==> config.mk <==
export PLATFORM = sky130hd
export DESIGN_NAME = dps_purge_sequencer
export DESIGN_NICKNAME = d
export VERILOG_FILES = /design/src/rtl/dps_pkg.sv /design/src/rtl/dps_purge_sequencer.sv
export SDC_FILE = /design/constraint.sdc
export NUM_CORES = 1
export LEC_CHECK = 0
export ABC_AREA = 1
export BUFFER_PORTS_ARGS = -buffer_cell sky130_fd_sc_hd__buf_2
export CAP_MARGIN = 40
export CORE_ASPECT_RATIO = 1.2
export CORE_UTILIZATION = 60
export CTS_CLUSTER_SIZE = 10
export DETAILED_ROUTE_END_ITERATION = 6
export PLACE_DENSITY = 0.95
export SYNTH_ARGS = -nofsm -noshare
export SYNTH_HDL_FRONTEND = slang
export SYNTH_SLANG_ARGS = --single-unit
==> constraint.sdc <==
create_clock -name mclk -period 9.55 [get_ports mclk]
set_input_delay 0.4775 -clock mclk [delete_from_list [all_inputs] [get_ports mclk]]
set_output_delay 0.4775 -clock mclk [all_outputs]
set_load 0.1 [all_outputs]
==> src/rtl/dps_pkg.sv <==
// Purpose: Shared constants and types for the digital I/O purge sequencer
// Assumes: 250 MHz system clock, AXI4-Lite register access with 32-bit data
// Notes:   Offsets are byte addresses of aligned 32-bit words
package dps_pkg;
    // Digital input and output count
    localparam int         NUM_IO        = 5;
    // Register byte offsets
    localparam logic [5:0] ADDR_CMD      = 6'h00;
    localparam logic [5:0] ADDR_CFG      = 6'h04;
    localparam logic [5:0] ADDR_PAT      = 6'h08;
    localparam logic [5:0] ADDR_TDLY     = 6'h0c;
    localparam logic [5:0] ADDR_HDLY     = 6'h10;
    localparam logic [5:0] ADDR_STAT     = 6'h14;
    // Command register bit positions (write one to act)
    localparam int         CMD_PURGE     = 0;
    localparam int         CMD_STOP      = 1;
    localparam int         CMD_SCAN_GO   = 2;
    localparam int         CMD_SCAN_END  = 3;
    localparam int         CMD_ZERO_CALIBRATION_DONE = 4;
    // Input assignment fields: 0 unassigned, 1..5 selects an input
    localparam int         SEL_W         = 3;
    localparam int         CFG_ZERO_CALIBRATION_LSB  = 0;
    localparam int         CFG_SCAN_LSB  = 4;
    localparam int         CFG_PURGE_LSB = 8;
    // Output pattern fields
    localparam int         PAT_TRANS_LSB = 0;
    localparam int         PAT_ACT_LSB   = 8;
    // Status register fields
    localparam int         STAT_MODE_LSB = 0;
    localparam int         STAT_PH_LSB   = 2;
    localparam int         STAT_RES_BIT  = 4;
    localparam int         STAT_DIN_LSB  = 8;
    localparam int         STAT_DOUT_LSB = 16;
    // Delay limits and reset values, in seconds
    localparam logic [2:0]  TDLY_RST     = 3'h1;
    localparam logic [2:0]  TDLY_MAX     = 3'h5;
    localparam logic [11:0] HDLY_RST     = 12'h00a;
    localparam logic [11:0] HDLY_MAX     = 12'he10;
    // Tick timing: one second at the system clock rate
    localparam int         CLK_HZ        = 250000000;
    localparam int         TICK_S        = 1;
    localparam int         TICK_CYCLES   = CLK_HZ * TICK_S;
    // Bus responses
    localparam logic [1:0] RESP_OKAY     = 2'h0;
    localparam logic [1:0] RESP_SLVERR   = 2'h2;
    // Operating modes; calibration and purge are the "other" modes
    typedef enum logic [1:0] {MODE_READY, MODE_SCAN, MODE_ZERO_CALIBRATION, MODE_PURGE} dps_mode_e;
    // Purge sequence phases
    typedef enum logic [1:0] {PH_IDLE, PH_LEAD, PH_HOLD, PH_TAIL} dps_phase_e;
endpackage

==> src/rtl/dps_purge_sequencer.sv <==
// Purpose: Edge-triggered scan, zero calibration and timed purge sequencing
// Assumes: Inputs din are asynchronous pins; software sits on AXI4-Lite
// Notes:   All state lives in one packed struct registered once per clock
// Overview of operation
// - Five inputs, five outputs, each input assignable
// - Only rising input edges trigger a function
// - Calibration edge: start, suspending and resuming scan
// - Calibration edge ignored outside ready and scan
// - Scan edge starts when ready, stops when scanning
// - Purge command ready only; purge pin ready/scan
// - Only the selected purge input starts purge
// - Purge start drives transition pattern for delay
// - Transition delay 0..5 s, default 1, zero skips
// - Then active pattern for hold 0..3600 s
// - Stop command ends hold phase early
// - Hold zero is unlimited; stop command ends it
// - Hold end: transition pattern for another delay
// - Command purge returns to ready afterwards
// - Pin purge during scan suspends the scan
// - Pin purge returns to mode it interrupted
`timescale 1ns/100ps
module dps_purge_sequencer #(
    parameter int SEC_CYCLES = dps_pkg::TICK_CYCLES  // Clock cycles per second tick
) (
    // Clock and reset
    input  wire logic        mclk,
    input  wire logic        nrst,
    // AXI4-Lite write address and data
    input  wire logic        awvalid,
    output logic             awready,
    input  wire logic [31:0] awaddr,
    input  wire logic        wvalid,
    output logic             wready,
    input  wire logic [31:0] wdata,
    input  wire logic [3:0]  wstrb,
    // AXI4-Lite write response
    output logic             bvalid,
    input  wire logic        bready,
    output logic [1:0]       bresp,
    // AXI4-Lite read
    input  wire logic        arvalid,
    output logic             arready,
    input  wire logic [31:0] araddr,
    output logic             rvalid,
    input  wire logic        rready,
    output logic [31:0]      rdata,
    output logic [1:0]       rresp,
    // Digital I/O pins
    input  wire logic [4:0]  din,
    output logic [4:0]       dout,
    // Mode indications
    output logic             scanActive,
    output logic             calzActive,
    output logic             purgeActive
);

    // Complete block state
    typedef struct packed {
        logic                awRdy;       // Write address ready
        logic                wRdy;        // Write data ready
        logic                arRdy;       // Read address ready
        logic                awHave;      // Write address held
        logic [5:0]          awAddr;      // Held write address
        logic                wHave;       // Write data held
        logic [31:0]         wData;       // Held write data
        logic [3:0]          wStrb;       // Held byte strobes
        logic                bValid;      // Write response pending
        logic [1:0]          bResp;       // Write response code
        logic                rValid;      // Read data pending
        logic [31:0]         rData;       // Read data
        logic [1:0]          rResp;       // Read response code
        logic [4:0]          sync1;       // First synchroniser stage
        logic [4:0]          sync2;       // Second synchroniser stage
        logic [4:0]          prevIn;      // Previous synchronised level
        logic [2:0]          calzSel;     // Calibration input assignment
        logic [2:0]          scanSel;     // Scan input assignment
        logic [2:0]          purgeSel;    // Purge input assignment
        logic [4:0]          patTrans;    // Transition output pattern
        logic [4:0]          patAct;      // Active purge output pattern
        logic [2:0]          tDly;        // Transition delay, seconds
        logic [11:0]         hDly;        // Hold delay, seconds
        dps_pkg::dps_mode_e  mode;        // Operating mode
        dps_pkg::dps_phase_e phase;       // Purge phase
        logic                resumeScan;  // Return to scan after purge or calibration
        logic                holdInf;     // Hold runs until stop
        logic [11:0]         secLeft;     // Seconds left in current phase
        logic [27:0]         tickCnt;     // Second divider
        logic [4:0]          dout;        // Output pins
        logic                scanAct;     // Scan indication
        logic                calzAct;     // Calibration indication
        logic                purgeAct;    // Purge indication
    } dps_state_s;

    dps_state_s q;  // Registered state
    dps_state_s n;  // Next state

    // Reset state: bus idle, ready mode, default delays
    function automatic dps_state_s rstState();
        dps_state_s r;
        r       = '0;
        r.awRdy = 1'b1;
        r.wRdy  = 1'b1;
        r.arRdy = 1'b1;
        r.tDly  = dps_pkg::TDLY_RST;
        r.hDly  = dps_pkg::HDLY_RST;
        r.mode  = dps_pkg::MODE_READY;
        r.phase = dps_pkg::PH_IDLE;
        return r;
    endfunction

    // Rising edge on the assigned input; zero assignment never fires
    function automatic logic selEdge(input logic [2:0] sel, input logic [4:0] rise);
        logic hit;
        hit = 1'b0;
        for (int i = 0; i < dps_pkg::NUM_IO; i++) begin
            if (sel == 3'(i + 1)) begin
                hit = rise[i];
            end
        end
        return hit;
    endfunction

    // Byte-lane merge of a write into an old word
    function automatic logic [31:0] mergeStrb(input logic [31:0] old, input logic [31:0] nw,
                                              input logic [3:0] strb);
        logic [31:0] m;
        m = old;
        for (int b = 0; b < 4; b++) begin
            if (strb[b]) begin
                m[b*8 +: 8] = nw[b*8 +: 8];
            end
        end
        return m;
    endfunction

    // Next-state logic: bus slave, edge detection, mode and purge sequencing
    always_comb begin
        logic [4:0]  rise;
        logic        tick;
        logic        wrNow;
        logic [31:0] cmd;
        logic [31:0] cfgOld;
        logic [31:0] patOld;
        logic [31:0] val;
        logic        pinPurge;
        logic        pinCalz;
        logic        pinScan;
        logic        cmdPurge;
        logic        cmdStop;
        n        = q;
        cmd      = '0;
        cfgOld   = '0;
        patOld   = '0;
        val      = '0;
        rise     = '0;
        tick     = 1'b0;
        wrNow    = 1'b0;
        pinPurge = 1'b0;
        pinCalz  = 1'b0;
        pinScan  = 1'b0;
        cmdPurge = 1'b0;
        cmdStop  = 1'b0;
        // Input synchroniser and edge detection
        n.sync1  = din;
        n.sync2  = q.sync1;
        n.prevIn = q.sync2;
        rise     = q.sync2 & ~q.prevIn;
        pinCalz  = selEdge(q.calzSel, rise);
        pinScan  = selEdge(q.scanSel, rise);
        pinPurge = selEdge(q.purgeSel, rise);
        // One-second tick divider
        tick = (q.tickCnt == 28'(SEC_CYCLES - 1));
        n.tickCnt = tick ? 28'h0000000 : q.tickCnt + 28'h0000001;

        // Capture write address and data in either order
        if (awvalid && q.awRdy) begin
            n.awHave = 1'b1;
            n.awAddr = awaddr[5:0];
        end
        if (wvalid && q.wRdy) begin
            n.wHave = 1'b1;
            n.wData = wdata;
            n.wStrb = wstrb;
        end
        // Completed write response
        if (q.bValid && bready) begin
            n.bValid = 1'b0;
        end
        // Perform write once both halves are held
        wrNow = q.awHave && q.wHave && !q.bValid;
        if (wrNow) begin
            n.awHave = 1'b0;
            n.wHave  = 1'b0;
            n.bValid = 1'b1;
            n.bResp  = dps_pkg::RESP_OKAY;
            cfgOld   = {20'h00000, 1'b0, q.purgeSel, 1'b0, q.scanSel, 1'b0, q.calzSel};
            patOld   = {16'h0000, 3'h0, q.patAct, 3'h0, q.patTrans};
            unique case (q.awAddr)
                dps_pkg::ADDR_CMD: begin
                    cmd = mergeStrb(32'h00000000, q.wData, q.wStrb);
                end
                dps_pkg::ADDR_CFG: begin
                    val        = mergeStrb(cfgOld, q.wData, q.wStrb);
                    n.calzSel  = val[dps_pkg::CFG_ZERO_CALIBRATION_LSB +: dps_pkg::SEL_W];
                    n.scanSel  = val[dps_pkg::CFG_SCAN_LSB +: dps_pkg::SEL_W];
                    n.purgeSel = val[dps_pkg::CFG_PURGE_LSB +: dps_pkg::SEL_W];
                end
                dps_pkg::ADDR_PAT: begin
                    val        = mergeStrb(patOld, q.wData, q.wStrb);
                    n.patTrans = val[dps_pkg::PAT_TRANS_LSB +: dps_pkg::NUM_IO];
                    n.patAct   = val[dps_pkg::PAT_ACT_LSB +: dps_pkg::NUM_IO];
                end
                dps_pkg::ADDR_TDLY: begin
                    // Values above the limit clamp to it
                    val    = mergeStrb({29'h0, q.tDly}, q.wData, q.wStrb);
                    n.tDly = (val > 32'(dps_pkg::TDLY_MAX)) ? dps_pkg::TDLY_MAX : val[2:0];
                end
                dps_pkg::ADDR_HDLY: begin
                    val    = mergeStrb({20'h0, q.hDly}, q.wData, q.wStrb);
                    n.hDly = (val > 32'(dps_pkg::HDLY_MAX)) ? dps_pkg::HDLY_MAX : val[11:0];
                end
                dps_pkg::ADDR_STAT: begin
                    // Status is read-only; write accepted and dropped
                end
                default: begin
                    n.bResp = dps_pkg::RESP_SLVERR;
                end
            endcase
        end
        cmdPurge = cmd[dps_pkg::CMD_PURGE];
        cmdStop  = cmd[dps_pkg::CMD_STOP];

        // Read channel
        if (q.rValid && rready) begin
            n.rValid = 1'b0;
        end
        if (arvalid && q.arRdy) begin
            n.rValid = 1'b1;
            n.rResp  = dps_pkg::RESP_OKAY;
            n.rData  = '0;
            unique case (araddr[5:0])
                dps_pkg::ADDR_CMD: begin
                    n.rData = '0;
                end
                dps_pkg::ADDR_CFG: begin
                    n.rData[dps_pkg::CFG_ZERO_CALIBRATION_LSB +: dps_pkg::SEL_W]  = q.calzSel;
                    n.rData[dps_pkg::CFG_SCAN_LSB +: dps_pkg::SEL_W]  = q.scanSel;
                    n.rData[dps_pkg::CFG_PURGE_LSB +: dps_pkg::SEL_W] = q.purgeSel;
                end
                dps_pkg::ADDR_PAT: begin
                    n.rData[dps_pkg::PAT_TRANS_LSB +: dps_pkg::NUM_IO] = q.patTrans;
                    n.rData[dps_pkg::PAT_ACT_LSB +: dps_pkg::NUM_IO]   = q.patAct;
                end
                dps_pkg::ADDR_TDLY: begin
                    n.rData[2:0] = q.tDly;
                end
                dps_pkg::ADDR_HDLY: begin
                    n.rData[11:0] = q.hDly;
                end
                dps_pkg::ADDR_STAT: begin
                    n.rData[dps_pkg::STAT_MODE_LSB +: 2]              = q.mode;
                    n.rData[dps_pkg::STAT_PH_LSB +: 2]                = q.phase;
                    n.rData[dps_pkg::STAT_RES_BIT]                    = q.resumeScan;
                    n.rData[dps_pkg::STAT_DIN_LSB +: dps_pkg::NUM_IO]  = q.sync2;
                    n.rData[dps_pkg::STAT_DOUT_LSB +: dps_pkg::NUM_IO] = q.dout;
                end
                default: begin
                    n.rResp = dps_pkg::RESP_SLVERR;
                end
            endcase
        end

        // Count down running purge phases on each tick
        if (q.phase != dps_pkg::PH_IDLE && tick && q.secLeft != 12'h000) begin
            n.secLeft = q.secLeft - 12'h001;
        end

        // Mode decisions on triggers
        unique case (q.mode)
            dps_pkg::MODE_READY: begin
                if (pinPurge || cmdPurge) begin
                    n.mode       = dps_pkg::MODE_PURGE;
                    n.resumeScan = 1'b0;
                    n.phase      = dps_pkg::PH_LEAD;
                    n.dout       = q.patTrans;
                    n.secLeft    = {9'h000, q.tDly};
                end else if (pinCalz) begin
                    n.mode       = dps_pkg::MODE_ZERO_CALIBRATION;
                    n.resumeScan = 1'b0;
                end else if (pinScan || cmd[dps_pkg::CMD_SCAN_GO]) begin
                    n.mode       = dps_pkg::MODE_SCAN;
                end
            end
            dps_pkg::MODE_SCAN: begin
                if (pinPurge) begin
                    n.mode       = dps_pkg::MODE_PURGE;
                    n.resumeScan = 1'b1;
                    n.phase      = dps_pkg::PH_LEAD;
                    n.dout       = q.patTrans;
                    n.secLeft    = {9'h000, q.tDly};
                end else if (pinCalz) begin
                    n.mode       = dps_pkg::MODE_ZERO_CALIBRATION;
                    n.resumeScan = 1'b1;
                end else if (pinScan || cmd[dps_pkg::CMD_SCAN_END] || cmdStop) begin
                    n.mode       = dps_pkg::MODE_READY;
                end
            end
            dps_pkg::MODE_ZERO_CALIBRATION: begin
                // Edges here are ignored; calibration ends on software report
                if (cmd[dps_pkg::CMD_ZERO_CALIBRATION_DONE]) begin
                    n.mode = q.resumeScan ? dps_pkg::MODE_SCAN : dps_pkg::MODE_READY;
                end
            end
            dps_pkg::MODE_PURGE: begin
                // New purge, scan and calibration triggers are dropped here
            end
        endcase

        // Phase advance; zero transition delays fall straight through
        if (n.phase == dps_pkg::PH_LEAD && n.secLeft == 12'h000) begin
            n.phase   = dps_pkg::PH_HOLD;
            n.dout    = q.patAct;
            n.secLeft = q.hDly;
            n.holdInf = (q.hDly == 12'h000);
        end else if (n.phase == dps_pkg::PH_HOLD &&
                     (cmdStop || (!n.holdInf && n.secLeft == 12'h000))) begin
            n.phase   = dps_pkg::PH_TAIL;
            n.dout    = q.patTrans;
            n.secLeft = {9'h000, q.tDly};
        end
        if (n.phase == dps_pkg::PH_TAIL && n.secLeft == 12'h000) begin
            n.phase   = dps_pkg::PH_IDLE;
            n.dout    = '0;
            n.holdInf = 1'b0;
            n.mode    = n.resumeScan ? dps_pkg::MODE_SCAN : dps_pkg::MODE_READY;
        end
        // Phase changes restart the second divider for whole-second timing
        if (n.phase != q.phase) begin
            n.tickCnt = 28'h0000000;
        end

        // Registered handshake readies and indications
        n.awRdy    = !n.awHave && !n.bValid;
        n.wRdy     = !n.wHave && !n.bValid;
        n.arRdy    = !n.rValid;
        n.scanAct  = (n.mode == dps_pkg::MODE_SCAN);
        n.calzAct  = (n.mode == dps_pkg::MODE_ZERO_CALIBRATION);
        n.purgeAct = (n.mode == dps_pkg::MODE_PURGE);
    end

    // State register with synchronous reset
    always_ff @(posedge mclk) begin
        if (!nrst) begin
            q <= rstState();
        end else begin
            q <= n;
        end
    end

    // Outputs straight from state flops
    assign awready     = q.awRdy;
    assign wready      = q.wRdy;
    assign bvalid      = q.bValid;
    assign bresp       = q.bResp;
    assign arready     = q.arRdy;
    assign rvalid      = q.rValid;
    assign rdata       = q.rData;
    assign rresp       = q.rResp;
    assign dout        = q.dout;
    assign scanActive  = q.scanAct;
    assign calzActive  = q.calzAct;
    assign purgeActive = q.purgeAct;

endmodule

==> impl_metrics.toml <==
[grt]
grt_max_degree = 98
antenna_found_initial = 0
grt_usage_pct = 29.11
grt_overflow = 0
grt_pass1_wl_um = 34890
grt_pass1_vias = 7729

[detailed_routing]
via_count = 8142
drt_wl_total_um = 21010
avgViaCountPerCell = 5.550
antenna_left = 0
wl_met2_um = 10690
drc = 7
top_layer = "met4"
wl_per_cell_um = 14.32
drt_first_pass_iters = 7
met3WireLength_um = 1188
drt-initial-drc-count = 809
wl_met1_um = 8226

[sta]
fin_crit_ns = 4.551
rsz0062_at_grt = "no"
slew_viol_final = 0
worstMarginPinSlew_ns = 0.8987
fin_crit_sh_pct = 47.65
tns_ns = 0
setup_viol = 0
max_freq_ghz = 0.2197
skew_ns = 0.01227
relSlewSlack_pct = 39.63
hold_viol_final = 0

[clock_network]
htree_levels = 4
cts_buffers = 17
cts_sinks = 172
cts_resized = 0
cts_max_path_buffers = 2
cts_tree = "done"
insertion_delay_ns = 0.44
cts-root-buf = "clkbuf_16"
postCtsSetupRepairBufs = 0
clkSlewWorstSetupHoldPaths_ns = 0.07
cts-hold-fix-buffers = 0

[yosys]
ys.flop_type = "dfxtp_1"
synth-edff-count = 0
avgSynthCellArea_sq_um = 6.994
synth_area_leaders = "dfxtp_1 40%, nand2_1 9.9%, nor2_1 7.6%, inv_1 7.2%, o21ai_0 6.4%"
muxShareOfSynthArea_pct = 0
synth_top_family_by_area = "simple AND/OR/NAND/NOR gates"
syn_inst = 1231
synth_xor_area_share_pct = 3.154
synth.most_common_cell = "nand2_1"
synth_top_area_share_pct = 39.99
synth_compound_area_share_pct = 14.34
synth.yosys.warnings = 0
syn-cell-area_sq_mm = 0.008610
synthTopCellsByCount = "226 x nand2_1, 175 x nor2_1, 172 x dfxtp_1, 165 x inv_1, 110 x o21ai_0"
yosys.area_share.simple_pct = 28.60
synth_async_sr_flop_share_pct = 0
synth_seq_cells = 172
synth_adder_area_share_pct = 0.2907
seq_area_frac_synth_pct = 39.99
synth_area_leader_cell = "dfxtp_1"
ys_types = 45

[setup_path]
worst-path-max-fanout = 28
r2r_start = "q[141]"
crit_type = "flip-flop to flip-flop"
worstSetupEndpointType = "flip-flop"
crit_path_start = "q[141]"
rr_endpoint = "q[8]"
worst_ep_required_time_ns = 9.89
reg2reg_depth = 23
startpoint_type = "flip-flop"
r2r_setup_slack_ns = 5.00
arrival_ns = 4.89

[die]
rows = 47
initial_core_util_pct = 62.04
die_h_um = 133.2
die_area_sq_mm = 0.01483
die_x_um = 111.4
coreArea_sq_mm = 0.01388
ios = 161

[layout]
n_fill_cell = 1121
area_delta_synth_final_pct = 10.03
final_nets = 1397
antenna_cells = 0
drive_gt1_share_pct = 14.04

[power_and_ir_drop]
leakage_uw = 0.004344
vdd_drop_max_v = 0.0001573
powerDensity_mw_per_mm2 = 186.8
p_comb_share_pct = 19.0
pwr-share-clk_pct = 36.8
netSwitchingPower_uw = 582.9
internal-power_uw = 1187
finalPower_uw = 1770
seqPwrFrac_pct = 44.2
switching_share_pct = 32.94

[placed_design]
finalWeightedCongestion = 0.9353
dp_hpwl_um = 14680
io_buffer_count = 92

[run]
max_cap_violations = 0

[hold_path]
hold_path_class = "input port to flip-flop"
hold_end = "n[93]"
min_path_cells = 3
hp-start = "din[0]"

[run_status]
violations = "design-rule violations"
status = "finished, violations left"
## layer usage
layer	vias to the layer above	global-route usage, %
met5	-	0
met4	0	18.02
met3	82	5.732
met2	347	51.32
met1	3700	32.27
li1	4013	-
## critical path: stages, from the launching register on
cell     delay (ns)
dfxtp_1        0.61
nand2_1        0.22
nor2_1         0.14
nand3_1        0.10
nand2_1        0.09
nand2_1        0.44
inv_2          0.29
nand2_1        0.09
nand2_1        0.09
nand2_1        0.07
nor2_2         0.10
and2_1         0.15
nand3_2        0.23
inv_2          0.33
nand2_1        0.14
nand2_1        0.13
nor2_1         0.05
nand2_1        0.08
nor2_2         0.04
nand2_2        0.14
nand2_1        0.09
nand2_1        0.08
nand2_2        0.40
nor3_1         0.35
## cell families (layout without fill, tap and decap cells)
| group | Yosys count | after routing |
|---|---|---|
| other | 1 | 16 |
| buffers and inverters | 256 | 306 |
| adder cells (fa/ha/maj) | 2 | 2 |
| AO/OA/AOI/OAI | 222 | 222 |
| AND/OR/NAND/NOR | 547 | 547 |
| XOR/XNOR | 31 | 31 |
| flip-flops | 172 | 172 |
## how the worst max path moves through the flow
| stage | end | slack [ns] | cells after the start |
|---|---|---|---|
| finish | q[8] | 5.00 | 23 |
| global route | q[8] | 4.43 | 23 |
| CTS | q[8] | 5.11 | 23 |
| detailed placement | q[9] | 5.22 | 24 |
| global placement | q[11] | 5.30 | 24 |
| floorplan | q[16] | 6.17 | 24 |
## power by group through the flow
stage / Clock, uW / Sequential (uW) / Combinational (uW)
finish: 651 / 781 / 337
global route: 683 / 785 / 369
CTS: 651 / 781 / 336
detailed placement: 0 / 796 / 332
global placement: 0 / 794 / 319
floorplan: 0 / 806 / 274
## metrics by stage
step	hold slack, ns	cells	setup slack, ns	instance area (sq um)	util (%)
after global placement	0.3927	1432	5.297	8861	63.85
final	0.2183	1467	4.999	9473	68.26
after global routing	0.2179	1467	4.434	9473	68.26
after floorplan	0.3905	1246	6.168	8666	-
after detailed placement	0.3967	1435	5.224	8924	64.30
after CTS	0.2095	1467	5.111	9473	68.26
## placed cells by master (no fill, tap or decap), types with 4 or more instances in the layout
cell       count
dfxtp_1      172
clkinv_1       4
buf_2         92
nand3_1       45
clkbuf_16     17
nor3_2        21
a221oi_1       7
inv_2          7
nor3_1        20
conb_1        16
nor4_1        11
o211ai_1       6
a21oi_1       69
nand4_1       21
nand2_1      226
inv_6          6
nor2_1       175
o22ai_1       10
nor2_2         5
o21ai_0      110
nand2_2        9
xnor2_1        5
buf_4          4
inv_1        165
o31ai_1        5
xor2_1        26
## state kept, by name, indices dropped and copies added (netlist names), 5 cells and up
| name | count |
|---|---|
| rdata | 18 |
| q | 129 |
| dout | 5 |
| n | 10 |
## final cells by class
cell class | count | area (sq um) | area share [%]
Clock inverter | 12 | 102.6 | 1.083
Tap cell | 171 | 214.0 | 2.259
Multi-Input combinational cell | 818 | 4060 | 42.86
Sequential cell | 172 | 3443 | 36.35
Timing Repair Buffer | 98 | 545.5 | 5.759
Clock buffer | 20 | 446.7 | 4.715
Inverter | 176 | 660.6 | 6.974
Power figures use the tool's default switching activity.
